===== config.mk =====
export PLATFORM = sky130hd
export DESIGN_NAME = eeprom_cpu_access_control
export DESIGN_NICKNAME = d
export VERILOG_FILES = /design/src/rtl/eeprom_access_pkg.sv /design/src/rtl/eeprom_cpu_access_control.sv
export SDC_FILE = /design/constraint.sdc
export NUM_CORES = 1
export LEC_CHECK = 0
export ABC_CLOCK_PERIOD_IN_PS = 2950
export BUFFER_PORTS_ARGS = -buffer_cell sky130_fd_sc_hd__buf_2
export CAP_MARGIN = 20
export CORE_MARGIN = 2
export CORE_UTILIZATION = 47
export DETAILED_ROUTE_END_ITERATION = 7
export PLACE_DENSITY = 0.77
export SLEW_MARGIN = 20
export SYNTH_ARGS = -nofsm -noshare
export SYNTH_HDL_FRONTEND = slang
export SYNTH_SLANG_ARGS = --single-unit

===== constraint.sdc =====
create_clock -name clk_sys -period 2.95 [get_ports clk_sys]
set_input_delay 0.59 -clock clk_sys [delete_from_list [all_inputs] [get_ports clk_sys]]
set_output_delay 0.59 -clock clk_sys [all_outputs]
set_load 0.02 [all_outputs]

===== src/rtl/eeprom_access_pkg.sv =====
package eeprom_access_pkg;
  // i/o space locations of the four access registers
  localparam logic [5:0] IDX_HIGH_OFS = 6'h1F;
  localparam logic [5:0] IDX_LOW_OFS = 6'h1E;
  localparam logic [5:0] BUFFER_OFS = 6'h1D;
  localparam logic [5:0] CONTROL_OFS = 6'h1C;
  // control byte fields
  localparam int READY_IRQ_EN_BIT = 3;
  localparam int WRITE_ARM_BIT = 2;
  localparam int WRITE_STROBE_BIT = 1;
  localparam int READ_STROBE_BIT = 0;
  localparam int INDEX_W = 9;
  // values after reset
  localparam logic [8:0] INDEX_RESET = 9'h000;
  localparam logic [7:0] BUFFER_RESET = 8'h00;
  // arm window and processor stalls
  localparam logic [2:0] ARM_CYCLES = 3'h4;
  localparam logic [2:0] WRITE_STALL_CYCLES = 3'h2;
  localparam logic [2:0] READ_STALL_CYCLES = 3'h4;
  // self-timed write, counted on the 1 MHz rc oscillator
  localparam int RC_FREQ_HZ = 1000000;
  localparam real WRITE_TIME_MS = 8.5;
  localparam int WRITE_RC_TICKS = 8448;
  localparam int SYS_FREQ_HZ = 10000000;
  localparam int SYS_PER_RC = SYS_FREQ_HZ / RC_FREQ_HZ;
endpackage


===== src/rtl/eeprom_cpu_access_control.sv =====
// Contract
// RULE1: nine-bit index selects one of 512 bytes
// RULE2: reserved high bits read as zero
// RULE3: software loads index before any access
// RULE4: buffer holds write data or read result
// RULE5: ready irq asserted while strobe reads zero
// RULE6: strobe without arm starts no write
// RULE7: arm clears itself four cycles later
// RULE8: software arms then strobes within four cycles
// RULE9: no write while flash self-programming busy
// RULE10: software keeps interrupts off during sequence
// RULE11: strobe clears when write time elapses
// RULE12: write start stalls processor two cycles
// RULE13: read loads buffer, stalls four cycles
// RULE14: busy write blocks reads and index writes
// RULE15: write timed by 8448 rc ticks
// RULE16: write completes in sleep, oscillator kept on
// RULE17: registers live in processor i/o space
// RULE18: reset during write lets write complete
// RULE19: read strobe clears itself when done
// RULE20: strobe captures index and data
`timescale 1ns/10ps
`default_nettype none
module eeprom_cpu_access_control
  import eeprom_access_pkg::*;
#(
  parameter int WRITE_TICKS = WRITE_RC_TICKS
)(
  input wire logic clk_sys,
  input wire logic rst,
  input wire logic porRst,
  input wire logic clkEn,
  input wire logic [5:0] ioAddr,
  input wire logic ioWrite,
  input wire logic [7:0] ioWdata,
  output logic [7:0] ioRdata_r,
  input wire logic globalIrqEnable,
  input wire logic flashSelfprogBusy,
  input wire logic rcOscClk,
  output logic readyIrq_r,
  output logic cpuStall_r,
  output logic rcOscRequest_r,
  output logic [8:0] cellAddr_r,
  output logic [7:0] cellWdata_r,
  output logic cellWrite_r,
  output logic cellRead_r,
  input wire logic [7:0] cellRdata
);
  // register file and access sequencing (system reset)
  logic [8:0] index_r, index_nxt;
  logic [7:0] buffer_r, buffer_nxt;
  logic irqEn_r, irqEn_nxt;
  logic arm_r, arm_nxt;
  logic [2:0] armCnt_r, armCnt_nxt;
  logic readPend_r, readPend_nxt;
  logic [2:0] stallCnt_r, stallCnt_nxt;
  logic [7:0] ioRdata_nxt;
  logic readyIrq_nxt, cpuStall_nxt, cellRead_nxt;
  // write engine (power-on reset only)
  logic busy_r, busy_nxt;
  logic [13:0] tickCnt_r, tickCnt_nxt;
  logic [8:0] cellAddr_nxt;
  logic [7:0] cellWdata_nxt;
  logic rcSync1_r, rcSync2_r, rcPrev_r;
  logic wrIdxHigh, wrIdxLow, wrBuffer, wrControl, startWrite, startRead;
  logic rcTick;

  // i/o write hit on one register location
  function automatic logic ioHit(input logic wr, input logic [5:0] adr,
    input logic [5:0] ofs);
    return wr && (adr == ofs);
  endfunction

  // decode of processor i/o writes
  assign wrIdxHigh = ioHit(ioWrite, ioAddr, IDX_HIGH_OFS);
  assign wrIdxLow = ioHit(ioWrite, ioAddr, IDX_LOW_OFS);
  assign wrBuffer = ioHit(ioWrite, ioAddr, BUFFER_OFS);
  assign wrControl = ioHit(ioWrite, ioAddr, CONTROL_OFS);
  // RULE6: arm gates the strobe
  // RULE9: flash busy refuses start
  assign startWrite = wrControl && ioWdata[WRITE_STROBE_BIT] && arm_r
    && !busy_r && !flashSelfprogBusy;
  // RULE14: reads refused during write
  assign startRead = wrControl && ioWdata[READ_STROBE_BIT] && !busy_r
    && !readPend_r;
  // rising edge of the synchronised oscillator
  assign rcTick = rcSync2_r && !rcPrev_r;

  // next state of registers and sequencing
  always_comb
  begin
    index_nxt = index_r;
    buffer_nxt = buffer_r;
    irqEn_nxt = irqEn_r;
    arm_nxt = arm_r;
    armCnt_nxt = armCnt_r;
    readPend_nxt = readPend_r;
    stallCnt_nxt = stallCnt_r;
    cellRead_nxt = 1'b0;
    // RULE17: i/o space register writes
    // RULE1: nine-bit index over two bytes
    // RULE14: index frozen while busy
    if (wrIdxHigh && !busy_r)
      index_nxt[8] = ioWdata[0];
    if (wrIdxLow && !busy_r)
      index_nxt[7:0] = ioWdata;
    // RULE4: buffer takes write data
    if (wrBuffer)
      buffer_nxt = ioWdata;
    // RULE7: arm counts down four cycles
    if (armCnt_r != 3'h0)
      armCnt_nxt = armCnt_r - 3'h1;
    if (armCnt_r == 3'h1)
      arm_nxt = 1'b0;
    if (wrControl)
    begin
      irqEn_nxt = ioWdata[READY_IRQ_EN_BIT];
      if (ioWdata[WRITE_ARM_BIT])
      begin
        arm_nxt = 1'b1;
        armCnt_nxt = ARM_CYCLES;
      end
    end
    if (startWrite)
    begin
      arm_nxt = 1'b0;
      armCnt_nxt = 3'h0;
    end
    // RULE13: read fetch, then buffer load
    if (startRead)
    begin
      readPend_nxt = 1'b1;
      cellRead_nxt = 1'b1;
    end
    // RULE19: read strobe self-clears
    if (readPend_r && !cellRead_r)
      readPend_nxt = 1'b0;
    if (cellRead_r)
      buffer_nxt = cellRdata;
    if (stallCnt_r != 3'h0)
      stallCnt_nxt = stallCnt_r - 3'h1;
    // RULE12: two-cycle write stall
    if (startWrite)
      stallCnt_nxt = WRITE_STALL_CYCLES;
    // RULE13: four-cycle read stall
    else if (startRead)
      stallCnt_nxt = READ_STALL_CYCLES;
    cpuStall_nxt = stallCnt_nxt != 3'h0;
    // RULE5: level irq while strobe zero
    readyIrq_nxt = irqEn_nxt && globalIrqEnable && !busy_nxt;
    // RULE2: reserved bits read zero
    unique case (ioAddr)
      IDX_HIGH_OFS: ioRdata_nxt = {7'h00, index_nxt[8]};
      IDX_LOW_OFS: ioRdata_nxt = index_nxt[7:0];
      BUFFER_OFS: ioRdata_nxt = buffer_nxt;
      CONTROL_OFS: ioRdata_nxt = {4'h0, irqEn_nxt, arm_nxt, busy_nxt,
        readPend_nxt};
      default: ioRdata_nxt = 8'h00;
    endcase
  end

  // register file flops
  always_ff @(posedge clk_sys or posedge rst)
  begin
    if (rst)
    begin
      index_r <= INDEX_RESET;
      buffer_r <= BUFFER_RESET;
      irqEn_r <= 1'b0;
      arm_r <= 1'b0;
      armCnt_r <= 3'h0;
      readPend_r <= 1'b0;
      stallCnt_r <= 3'h0;
      ioRdata_r <= 8'h00;
      readyIrq_r <= 1'b0;
      cpuStall_r <= 1'b0;
      cellRead_r <= 1'b0;
    end
    else if (clkEn)
    begin
      index_r <= index_nxt;
      buffer_r <= buffer_nxt;
      irqEn_r <= irqEn_nxt;
      arm_r <= arm_nxt;
      armCnt_r <= armCnt_nxt;
      readPend_r <= readPend_nxt;
      stallCnt_r <= stallCnt_nxt;
      ioRdata_r <= ioRdata_nxt;
      readyIrq_r <= readyIrq_nxt;
      cpuStall_r <= cpuStall_nxt;
      cellRead_r <= cellRead_nxt;
    end
  end

  // next state of the write engine
  always_comb
  begin
    busy_nxt = busy_r;
    tickCnt_nxt = tickCnt_r;
    cellWdata_nxt = cellWdata_r;
    cellAddr_nxt = busy_r ? cellAddr_r : index_nxt;
    // RULE20: capture index and data
    if (startWrite)
    begin
      busy_nxt = 1'b1;
      tickCnt_nxt = 14'h0000;
      cellAddr_nxt = index_r;
      cellWdata_nxt = buffer_r;
    end
    // RULE15: count rc oscillator ticks
    else if (busy_r && rcTick)
    begin
      tickCnt_nxt = tickCnt_r + 14'h0001;
      // RULE11: strobe cleared at end
      if (tickCnt_r == 14'(WRITE_TICKS - 1))
        busy_nxt = 1'b0;
    end
  end

  // write engine flops, untouched by system reset
  // RULE18: write survives system reset
  // RULE16: oscillator held while writing
  always_ff @(posedge clk_sys or posedge porRst)
  begin
    if (porRst)
    begin
      busy_r <= 1'b0;
      tickCnt_r <= 14'h0000;
      cellAddr_r <= 9'h000;
      cellWdata_r <= 8'h00;
      cellWrite_r <= 1'b0;
      rcOscRequest_r <= 1'b0;
      rcSync1_r <= 1'b0;
      rcSync2_r <= 1'b0;
      rcPrev_r <= 1'b0;
    end
    else if (clkEn)
    begin
      busy_r <= busy_nxt;
      tickCnt_r <= tickCnt_nxt;
      cellAddr_r <= cellAddr_nxt;
      cellWdata_r <= cellWdata_nxt;
      cellWrite_r <= busy_nxt;
      rcOscRequest_r <= busy_nxt;
      rcSync1_r <= rcOscClk;
      rcSync2_r <= rcSync1_r;
      rcPrev_r <= rcSync2_r;
    end
  end
endmodule
`default_nettype wire


# --- Yosys cells after proc, flatten, opt, wreduce, memory -nomap -nowiden ---
# Cells that the tools add are included.
word_totals:
  regBits: 72
  latch_bits: 0
  ramBits: 0
  romBits: 0
  inputBits: 30
  n_memories: 0
op_classes:
  addsub: 3
  multipliers: 0
  div_mod_pow: 0
  n_lt_le_gt_ge: 0
  n_eq_ne: 7
  shifts: 0
  n_mux: 27
  bitwise: 0
  reduce_logical: 31
op_table:
  columns: ["op", "n"]
  rows:
  - ["$pmux 8 s4", 1]
  - ["$mux 14", 2]
  - ["$eq 6x5->1 const B", 4]
  - ["$mux 8", 3]
  - ["$mux 3", 7]
  - ["$logic_and 1x1->1", 18]
  - ["$mux 9", 2]
  - ["$add 14x1->14 const B", 1]
  - ["$eq 14x14->1 const B", 1]
  - ["$mux 1", 12]
  - ["$reduce_bool 3->1", 3]
  - ["$logic_not 1->1", 6]
  - ["$reduce_and 2->1", 3]
  - ["$sub 3x1->3 const B", 2]
  - ["$eq 3x1->1 const B", 1]
  - ["$ne 2x1->1 const B", 1]
  - ["$reduce_bool 2->1", 1]

# --- Longest topological paths before layout ---
# Gate-level depths: netlist of run 1.
logic_depth:
  word_depth: 9
  depth_mapped: 8
  depth_no_buf: 8

# --- Worst setup path after synthesis of run 1 ---
# Ideal clock, no wire load.
synth_path:
  path_type: "in2reg"
  startpoint: "in ioAddr[5]"
  endpoint: "reg cellWdata_r[0]"
  setup_ns: 0.127
  arrival_ns: 1.842
  t_required_ns: 2.823
  slack_ns: 0.980
  stages: 6
  n_path_buf: 1
  path_cell_list: "nand4b_2 -> nor3_2 -> and3_1 -> and2_4 -> buf_6 -> mux2_1"
synth_via:
  elab_chain_cells: 7
synth_rtl:
  columns: ["item", "line", "text"]
  rows:
  - ["start: declaration", "eeprom_cpu_access_control.sv:33", "input wire logic [5:0] ioAddr,"]
  - ["$eq 6x5->1", "eeprom_cpu_access_control.sv:71", "return wr && (adr == ofs);"]
  - ["$logic_and 1x1->1", "eeprom_cpu_access_control.sv:71", null]
  - ["$logic_and 1x1->1 (2 in series)", "eeprom_cpu_access_control.sv:81", "assign startWrite = wrControl && ioWdata[WRITE_STROBE_BIT] && arm_r"]
  - ["$logic_and 1x1->1 (2 in series)", "eeprom_cpu_access_control.sv:82", "&& !busy_r && !flashSelfprogBusy;"]
  - ["$reduce_and 2->1 (no source line)", null, null]
  - ["end signal: assignment", "eeprom_cpu_access_control.sv:242", "cellWdata_r <= cellWdata_nxt;"]
  - ["end: declaration", "eeprom_cpu_access_control.sv:44", "output logic [7:0] cellWdata_r,"]
# Every way passes these cells.
# A chain may end at the register's enable or synchronous reset.

# --- Worst setup path after layout of run 1 ---
layout_path:
  startpoint: "reg busy_r"
  endpoint: "reg index_r[6]"
layout_via:
  elab_chain_cells: 3
layout_rtl:
  columns: ["item", "line", "text"]
  rows:
  - ["start: declaration", "eeprom_cpu_access_control.sv:60", "logic busy_r, busy_nxt;"]
  - ["start signal: assignment", "eeprom_cpu_access_control.sv:239", "busy_r <= busy_nxt;"]
  - ["$logic_not 1->1", "eeprom_cpu_access_control.sv:105", "if (wrIdxLow && !busy_r)"]
  - ["$logic_and 1x1->1", "eeprom_cpu_access_control.sv:105", null]
  - ["$mux 8", "eeprom_cpu_access_control.sv:105", null]
  - ["end signal: assignment", "eeprom_cpu_access_control.sv:181", "index_r <= index_nxt;"]
  - ["end: declaration", "eeprom_cpu_access_control.sv:50", "logic [8:0] index_r, index_nxt;"]
# Every way passes these cells.

==> qor.txt, run 1 <==
Synth area leaders: dfrtp_1 (47%), mux2i_1 (5.8%), mux2_1 (4.5%), nand2_1 (4.1%), nor2_1 (3.5%)
ratio of cells with drive above 1 in the final layout: 20.5%
routed wl met2: 4020 um
initial antenna violation count: 0
Main synth FF type: dfrtp_1
area grow syn2layout: 15.6%
reg2reg end: index_r[6]
Min Hold Slack: 170 ps
Total Wirelength: 8910 um
required time worst endpoint: 3190 ps
Fin Setup TNS: 0 ps
Worst-Margin Slew: 659 ps
unrepaired setup endpoints after global routing: false
final antenna-violating net count: 0
Max Slew Vio Count: 0
Syn Std Cell Area: 3790 um2
H-tree depth: 3
Routed met3 length: 581 um
DP Worst Slack: 612 ps
TritonCTS Buffers: 9
post-route clock period utilization: 70.7%
dpl cell area: 4150 um2
largest net degree at the start of global routing: 36
RR Startpoint: busy_r
WL met1: 4150 um
area leader, netlist: dfrtp_1
DRC Markers: 0
Syn. warnings: 0
CTS root buf: clkbuf_8
worst hold path type: primary input to async pin
kind of critical path: register to register
most frequent cells in the layout: dfrtp_1 (72), buf_2 (59), nand2_1 (41), nor2_1 (35), o21ai_1 (26)
CP max FO: 17
outcome: completed
Syn Nets: 426
startpoint class of the critical path: register
max-cap violations: 0
DR iter-0 viols: 277
clock sinks: 72
gr usage total: 21.8%
fmax: 479 MHz
Post-synth EDFFs: 0
CTS Hold Bufs: 0
clk_skew: 10.7 ps
CTS tree: done
Worst VDD drop: 0.459 mV
drt pass-1 iters: 5
cell area after layout: 4380 um2
Post-CTS Setup Bufs: 0
vias in the first global route: 3,006
I/O Pins: 60
Reg clk slew, reported paths: 80 ps
Ant. Diodes: 0
register area share after synthesis: 47.5%
Initial Utilization: 48.8%
Max-slew headroom: 56.1%
commonest non-fill, non-tap cell in the layout: dfrtp_1
Avg Cell Area, Syn: 9.75 um2
core box area: 7770 um2
Max Used Layer: met4
DR vias: 3,067
Fillers: 700
Port Buf Inserts: 59
die height: 93.8 um
Avg WL per Cell: 16.2 um
P_leak: 2.07 nW
crit path DAT: 2330 ps
dpl hpwl: 6560 um
global route overflow: 0
Final nets: 480
Longest Clk Path Bufs: 2
asr flop ratio synth: 100%
register area: 1800 um2
Worst-Skew Late Latency: 360 ps
Chip Width: 93.8 um
Worst Setup Slack, final: 863 ps
area share of the largest cell type after synthesis: 47.5%
first-pass GRT wire length: 14,800 um
Rows: 32
Cell variety after synth: 50
post-CTS sizing: 0
#FFs+latches synth: 72
Die ar.: 8810 um2
PD cells: 599 nW/um2
Reg2Reg Depth: 4
area occupied by multi-input gates: 1830 um2
Final setup violation count: 0
final hold violation count: 0
internal reg-to-reg setup slack: 860 ps
Worst setup EP type: register
min Tclk post-route: 2090 ps
vias per inst: 5.58
cells after synthesis: 389
Routability Congestion: 0.929
cell type report:
type                       count  share of cell area (%)
multi-input combinational    280                    41.7
clock inverter                 4                    1.74
timing repair buffer          65                    7.76
inverter                      15                    1.28
clock buffer                  12                    3.54
tap                          102                    2.91
sequential                    72                    41.1
per-layer routing:
layer	GRT usage, %	vias up
met5	0	-
met4	7.13	0
met3	7.46	13
met2	32.2	100
met1	30.1	1480
li1	-	1474
report_power, final:
| group | switching (mW) | leakage (nW) | internal [mW] | total, mW |
|---|---|---|---|---|
| registers | 0.0977 | 0.939 | 1.10 | 1.19 |
| clock network | 0.376 | 0.113 | 0.524 | 0.900 |
| logic | 0.306 | 1.02 | 0.225 | 0.531 |
synth_stat cells (2+ instances only):
master      n
mux2i_1    22
nor3b_1     2
buf_4       3
o21ai_1    26
nand3_1     8
buf_2       6
nor2_1     35
o221ai_1    6
and4_1      3
xor2_1      8
mux2_2      3
o21a_1      4
mux2_1     15
nand2_1    41
clkbuf_1   12
o21ai_0     8
xnor2_1     5
inv_2       2
nor2b_1     5
a21oi_1    18
o211ai_1    2
dfrtp_1    72
a31oi_1     4
and3_1      3
o2bb2ai_1   2
inv_1      13
or2_1       2
ha_1        7
nor3_1      8
nand4_1     4
o22ai_1     8
nand4b_1    2
nand2b_1   13
kinds of logic (layout without fill, tap and decap cells):
group                    Yosys count  after routing  share of synthesized area, %
adder cells (fa/ha/maj)            7              7                          2.31
AO/OA/AOI/OAI                     85             85                          13.5
flip-flops                        72             72                          47.5
XOR/XNOR                          13             13                          3.00
AND/OR/NAND/NOR                  135            135                          18.2
multiplexers                      40             40                          11.1
buffers and inverters             37             96                          4.35
how the worst max path moves through the flow:
stage,startpoint,to,slack (ps),cells past startpoint
after floorplan,ioAddr[5],cellWdata_r[0],980,6
after global routing,busy_r,index_r[0],730,4
final,busy_r,index_r[6],860,4
after global placement,ioWrite,index_r[6],700,5
after CTS,busy_r,cellAddr_r[3],890,5
after detailed placement,ioWrite,index_r[6],610,5
critical path: stages (launching register included):
cell and delay, ps:
dfrtp_1 560, nand2b_1 440, nor3_1 370, nand2_2 230, mux2_1 370
state kept, by name (all words and copies together) (netlist names):
| signal | count |
|---|---|
| armCnt_r | 3 |
| cellAddr_r | 9 |
| readPend_r | 1 |
| rcPrev_r | 1 |
| buffer_r | 8 |
| cellRead_r | 1 |
| index_r | 9 |
| rcSync1_r | 1 |
| cpuStall_r | 1 |
| stallCnt_r | 3 |
| cellWdata_r | 8 |
| tickCnt_r | 14 |
| arm_r | 1 |
| busy_r | 1 |
| ioRdata_r | 8 |
| readyIrq_r | 1 |
| irqEn_r | 1 |
| rcSync2_r | 1 |
stage by stage:
step	total power [mW]	cells	utilization, %
2_1_floorplan	1.58	389	-
3_3_place_gp	1.70	534	53.5
3_5_place_dp	1.74	534	53.5
4_1_cts	2.64	550	56.4
5_1_grt	2.77	550	56.4
6_report	2.63	550	56.4
(Power assumes the default switching activity.)
==> run 2, diff against run 1 <==
- ABC_CLOCK_PERIOD_IN_PS: 2950 -> 2000
- clock period: 2.95 -> 2 ns (I/O delays scaled with it)
==> run 2 against run 1 <==
Clock skew shrank 2.0 ps. Via count rose by 2.8%. Register-to-register slack worse by 630 ps. Critical path type unchanged. Critical endpoint is now readyIrq_r. Largest cell class unchanged. Largest power group unchanged.
==> qor.txt, run 2 (synthesis results as in run 1) <==
TritonCTS Buffers: 9
unrepaired setup endpoints after global routing: false
Final setup violation count: 0
kind of critical path: register to register
most frequent cells in the layout: dfrtp_1 (72), buf_2 (59), nand2_1 (41), nor2_1 (35), o21ai_1 (26)
dpl cell area: 4240 um2
Fillers: 676
CTS Hold Bufs: 0
first-pass GRT wire length: 15,000 um
Total Wirelength: 9010 um
fmax: 566 MHz
dpl hpwl: 6700 um
Max-slew headroom: 59.8%
post-route clock period utilization: 88.3%
gr usage total: 21.9%
CP max FO: 5
biggest regs: tickCnt_r (14), cellAddr_r (9), index_r (9)
Worst path slowest cell: or4_4
Chip Width: 93.8 um
die height: 93.8 um
final hold violation count: 0
internal reg-to-reg setup slack: 230 ps
post-CTS sizing: 0
area grow syn2layout: 18.4%
core box area: 7770 um2
Fin Setup TNS: 0 ps
Ant. Diodes: 0
area occupied by multi-input gates: 1830 um2
RR Startpoint: tickCnt_r[10]
clock sinks: 72
max reg flops: 14
reg2reg end: readyIrq_r
largest net degree at the start of global routing: 38
register area: 1800 um2
critical path, cell by cell: or4_4, nor4b_2, nand2_1, a21oi_2, a41o_1
Biggest register: tickCnt_r
max incr delay on CP: 530 ps
max-cap violations: 0
Avg WL per Cell: 16.0 um
Post-CTS Setup Bufs: 0
Routability Congestion: 0.931
P_leak: 2.14 nW
DRC Markers: 0
initial antenna violation count: 0
outcome: completed
Worst VDD drop: 0.768 mV
vias in the first global route: 3,093
vias per inst: 5.61
Worst setup EP type: register
Critical Path Start: tickCnt_r[10]
required time worst endpoint: 2290 ps
CP bufs+invs: 0
WP depth: 5
final antenna-violating net count: 0
Initial Utilization: 48.8%
end of the critical path: readyIrq_r
cell area after layout: 4490 um2
clk_skew: 8.62 ps
delay-heaviest family, CP: simple AND/OR/NAND/NOR gates
DR vias: 3,152
Max Slew Vio Count: 0
CTS root buf: clkbuf_8
Rows: 32
Reg2Reg Depth: 5
startpoint class of the critical path: register
I/O Pins: 60
DR iter-0 viols: 302
worst hold path type: primary input to async pin
drt pass-1 iters: 5
Die ar.: 8810 um2
ratio of cells with drive above 1 in the final layout: 22.8%
commonest non-fill, non-tap cell in the layout: dfrtp_1
Worst-Skew Late Latency: 360 ps
PD cells: 895 nW/um2
global route overflow: 0
crit path DAT: 2060 ps
Reg clk slew, reported paths: 90 ps
H-tree depth: 3
Final nets: 492
min Tclk post-route: 1770 ps
CTS tree: done
Longest Clk Path Bufs: 2
Worst-Margin Slew: 603 ps
Port Buf Inserts: 59
==> run 2: worst min-delay path, stage by stage <==
cell   delay, ps
buf_2         90
inv_1         40
buf_4        380
==> run 2: how the worst min path moves through the flow <==
stage                       start              to  slack [ps]  cells after the start
global placement     ioRdata_r[7]    ioRdata_r[7]         460                      1
CTS                        porRst    tickCnt_r[6]         130                      3
detailed placement   ioRdata_r[4]    ioRdata_r[4]         470                      1
finish                     porRst    tickCnt_r[5]         120                      3
floorplan           stallCnt_r[1]   stallCnt_r[1]         470                      1
global route               porRst  cellWdata_r[3]         170                      3
==> run 2: metal layers <==
layer	GRT usage [%]	vias up	share of wire (%)
li1	-	1508	-
met1	29.9	1515	46
met4	7.97	0	1.8
met5	0	-	0
met2	34.2	111	46
met3	5.22	18	6.4
==> run 2: report_power, final <==
part | switching [mW] | total (mW) | internal [mW]
Sequential | 0.136 | 1.75 | 1.62
Clock | 0.596 | 1.44 | 0.846
Combinational | 0.473 | 0.823 | 0.350
Total | 1.20 | 4.02 | 2.81
==> run 2: area by class of cell <==
class / count / share of cell area (%)
Multi-Input combinational cell: 280 / 40.7
Sequential cell: 72 / 40.1
Timing Repair Buffer: 77 / 9.58
Tap cell: 102 / 2.84
Clock inverter: 7 / 2.79
Clock buffer: 9 / 2.76
Inverter: 15 / 1.25
==> run 2: through the flow <==
stage | setup slack, ps | hold slack [ps] | cells | utilization, % | power [mW]
3_5_place_dp | 167 | 466 | 546 | 54.6 | 2.59
6_report | 233 | 123 | 562 | 57.8 | 4.02
4_1_cts | 225 | 134 | 562 | 57.8 | 4.04
5_1_grt | 143 | 170 | 562 | 57.8 | 4.22
3_3_place_gp | 203 | 461 | 546 | 54.6 | 2.53
2_1_floorplan | 220 | 466 | 389 | - | 2.33
==> run 3, diff against run 2 <==
--- a/config.mk
+++ b/config.mk
@@ -8,5 +8,4 @@
 export ABC_CLOCK_PERIOD_IN_PS = 2000
 export BUFFER_PORTS_ARGS = -buffer_cell sky130_fd_sc_hd__buf_2
-export CAP_MARGIN = 20
 export CORE_MARGIN = 2
 export CORE_UTILIZATION = 47
==> constraint.sdc (replaced) <==
create_clock -name clk_sys -period 2 [get_ports clk_sys]
set_input_delay 0.4 -clock clk_sys [delete_from_list [all_inputs] [get_ports clk_sys]]
set_output_delay 0.4 -clock clk_sys [all_outputs]
set_load 0.1 [all_outputs]
==> run 3 against run 2 <==
Die area unchanged. Power increased by 0.19%. Maximum frequency is 1.5% lower. Combinational power rose by 20%.
==> qor.txt, run 3 (synthesis results as in run 1) <==
Reg clk slew, reported paths: 80 ps
biggest regs: tickCnt_r (14), cellAddr_r (9), index_r (9)
Worst setup EP type: register
post-CTS sizing: 0
reg2reg end: cpuStall_r
Worst-Margin Slew: 584 ps
I/O Pins: 60
min Tclk post-route: 1790 ps
PD cells: 905 nW/um2
clock sinks: 72
fmax: 558 MHz
Biggest register: tickCnt_r
H-tree depth: 3
DR vias: 3,105
Post-CTS Setup Bufs: 0
largest net degree at the start of global routing: 38
core box area: 7770 um2
TritonCTS Buffers: 9
DRC Markers: 0
Port Buf Inserts: 59
Total Wirelength: 9020 um
Fin Setup TNS: 0 ps
Longest Clk Path Bufs: 2
post-route clock period utilization: 89.6%
Die ar.: 8810 um2
max-cap violations: 0
initial antenna violation count: 0
Ant. Diodes: 0
total power: 4.03 mW
vias in the first global route: 3,114
outcome: completed
crit path DAT: 2020 ps
DR iter-0 viols: 268
Worst-Skew Late Latency: 350 ps
global route overflow: 0
cell area after layout: 4450 um2
Initial Utilization: 48.8%
Max-slew headroom: 61.0%
final hold violation count: 0
Worst Setup Slack, final: 207 ps
dpl cell area: 4230 um2
CP max FO: 17
post-route insts no fill: 558
ratio of cells with drive above 1 in the final layout: 22.6%
Max Slew Vio Count: 0
startpoint class of the critical path: register
area occupied by multi-input gates: 1830 um2
Reg2Reg Depth: 5
RR Startpoint: busy_r
Final nets: 488
final antenna-violating net count: 0
clk_skew: 8.40 ps
Final setup violation count: 0
area grow syn2layout: 17.2%
vias per inst: 5.56
Fillers: 699
most frequent cells in the layout: dfrtp_1 (70), buf_2 (59), nand2_1 (41), nor2_1 (35), o21ai_1 (26)
Rows: 32
gr usage total: 22.1%
CTS Hold Bufs: 0
unrepaired setup endpoints after global routing: false
kind of critical path: register to register
Routability Congestion: 0.922
CTS root buf: clkbuf_8
die height: 93.8 um
dpl hpwl: 6700 um
Worst VDD drop: 0.522 mV
register area: 1800 um2
P_leak: 2.10 nW
Chip Width: 93.8 um
CTS tree: done
placed insts: 542
DP Worst Slack: 119 ps
first-pass GRT wire length: 15,100 um
commonest non-fill, non-tap cell in the layout: dfrtp_1
internal reg-to-reg setup slack: 210 ps
drt pass-1 iters: 4
worst hold path type: primary input to async pin
required time worst endpoint: 2230 ps
Avg WL per Cell: 16.2 um
max reg flops: 14
## run 3: worst max-delay path, stage by stage, from the launching register on
cell and delay (ps):
dfrtp_2 540, and4bb_1 280, and4_1 260, or2_1 290
nor3_1 210, a21oi_1 100
## run 3: worst max-delay path by stage
stage	startpoint	to
3_3_place_gp	ioAddr[5]	cellWdata_r[6]
3_5_place_dp	ioAddr[5]	cellWdata_r[7]
6_report	busy_r	cpuStall_r
5_1_grt	busy_r	cpuStall_r
2_1_floorplan	busy_r	index_r[0]
4_1_cts	busy_r	cpuStall_r
## run 3: stage by stage
step	util, %	hold slack [ps]
finish	57.3	78.8
global route	57.3	110
CTS	57.3	86.8
detailed placement	54.4	463
global placement	54.4	460
floorplan	-	466
## run 3: cell type report
| type | instances | share of cell area (%) |
|---|---|---|
| Clock buffer | 9 | 2.78 |
| Clock inverter | 7 | 2.17 |
| Inverter | 15 | 1.27 |
| Multi-Input combinational cell | 280 | 41.1 |
| Sequential cell | 72 | 40.6 |
| Tap cell | 102 | 2.87 |
| Timing Repair Buffer | 73 | 9.28 |
## run 3: power breakdown
part           internal (mW)  switching [mW]
Sequential              1.62           0.146
Combinational          0.342           0.647
Clock                  0.701           0.572
## run 3: routing by layer
metal / GRT usage (%) / up-vias / share of wire, %
met4: 7.25 / 0 / 2.0
met2: 34.8 / 94 / 47
met3: 4.57 / 16 / 5.5
li1: - / 1491 / -
met1: 30.5 / 1504 / 45
met5: 0 / - / 0
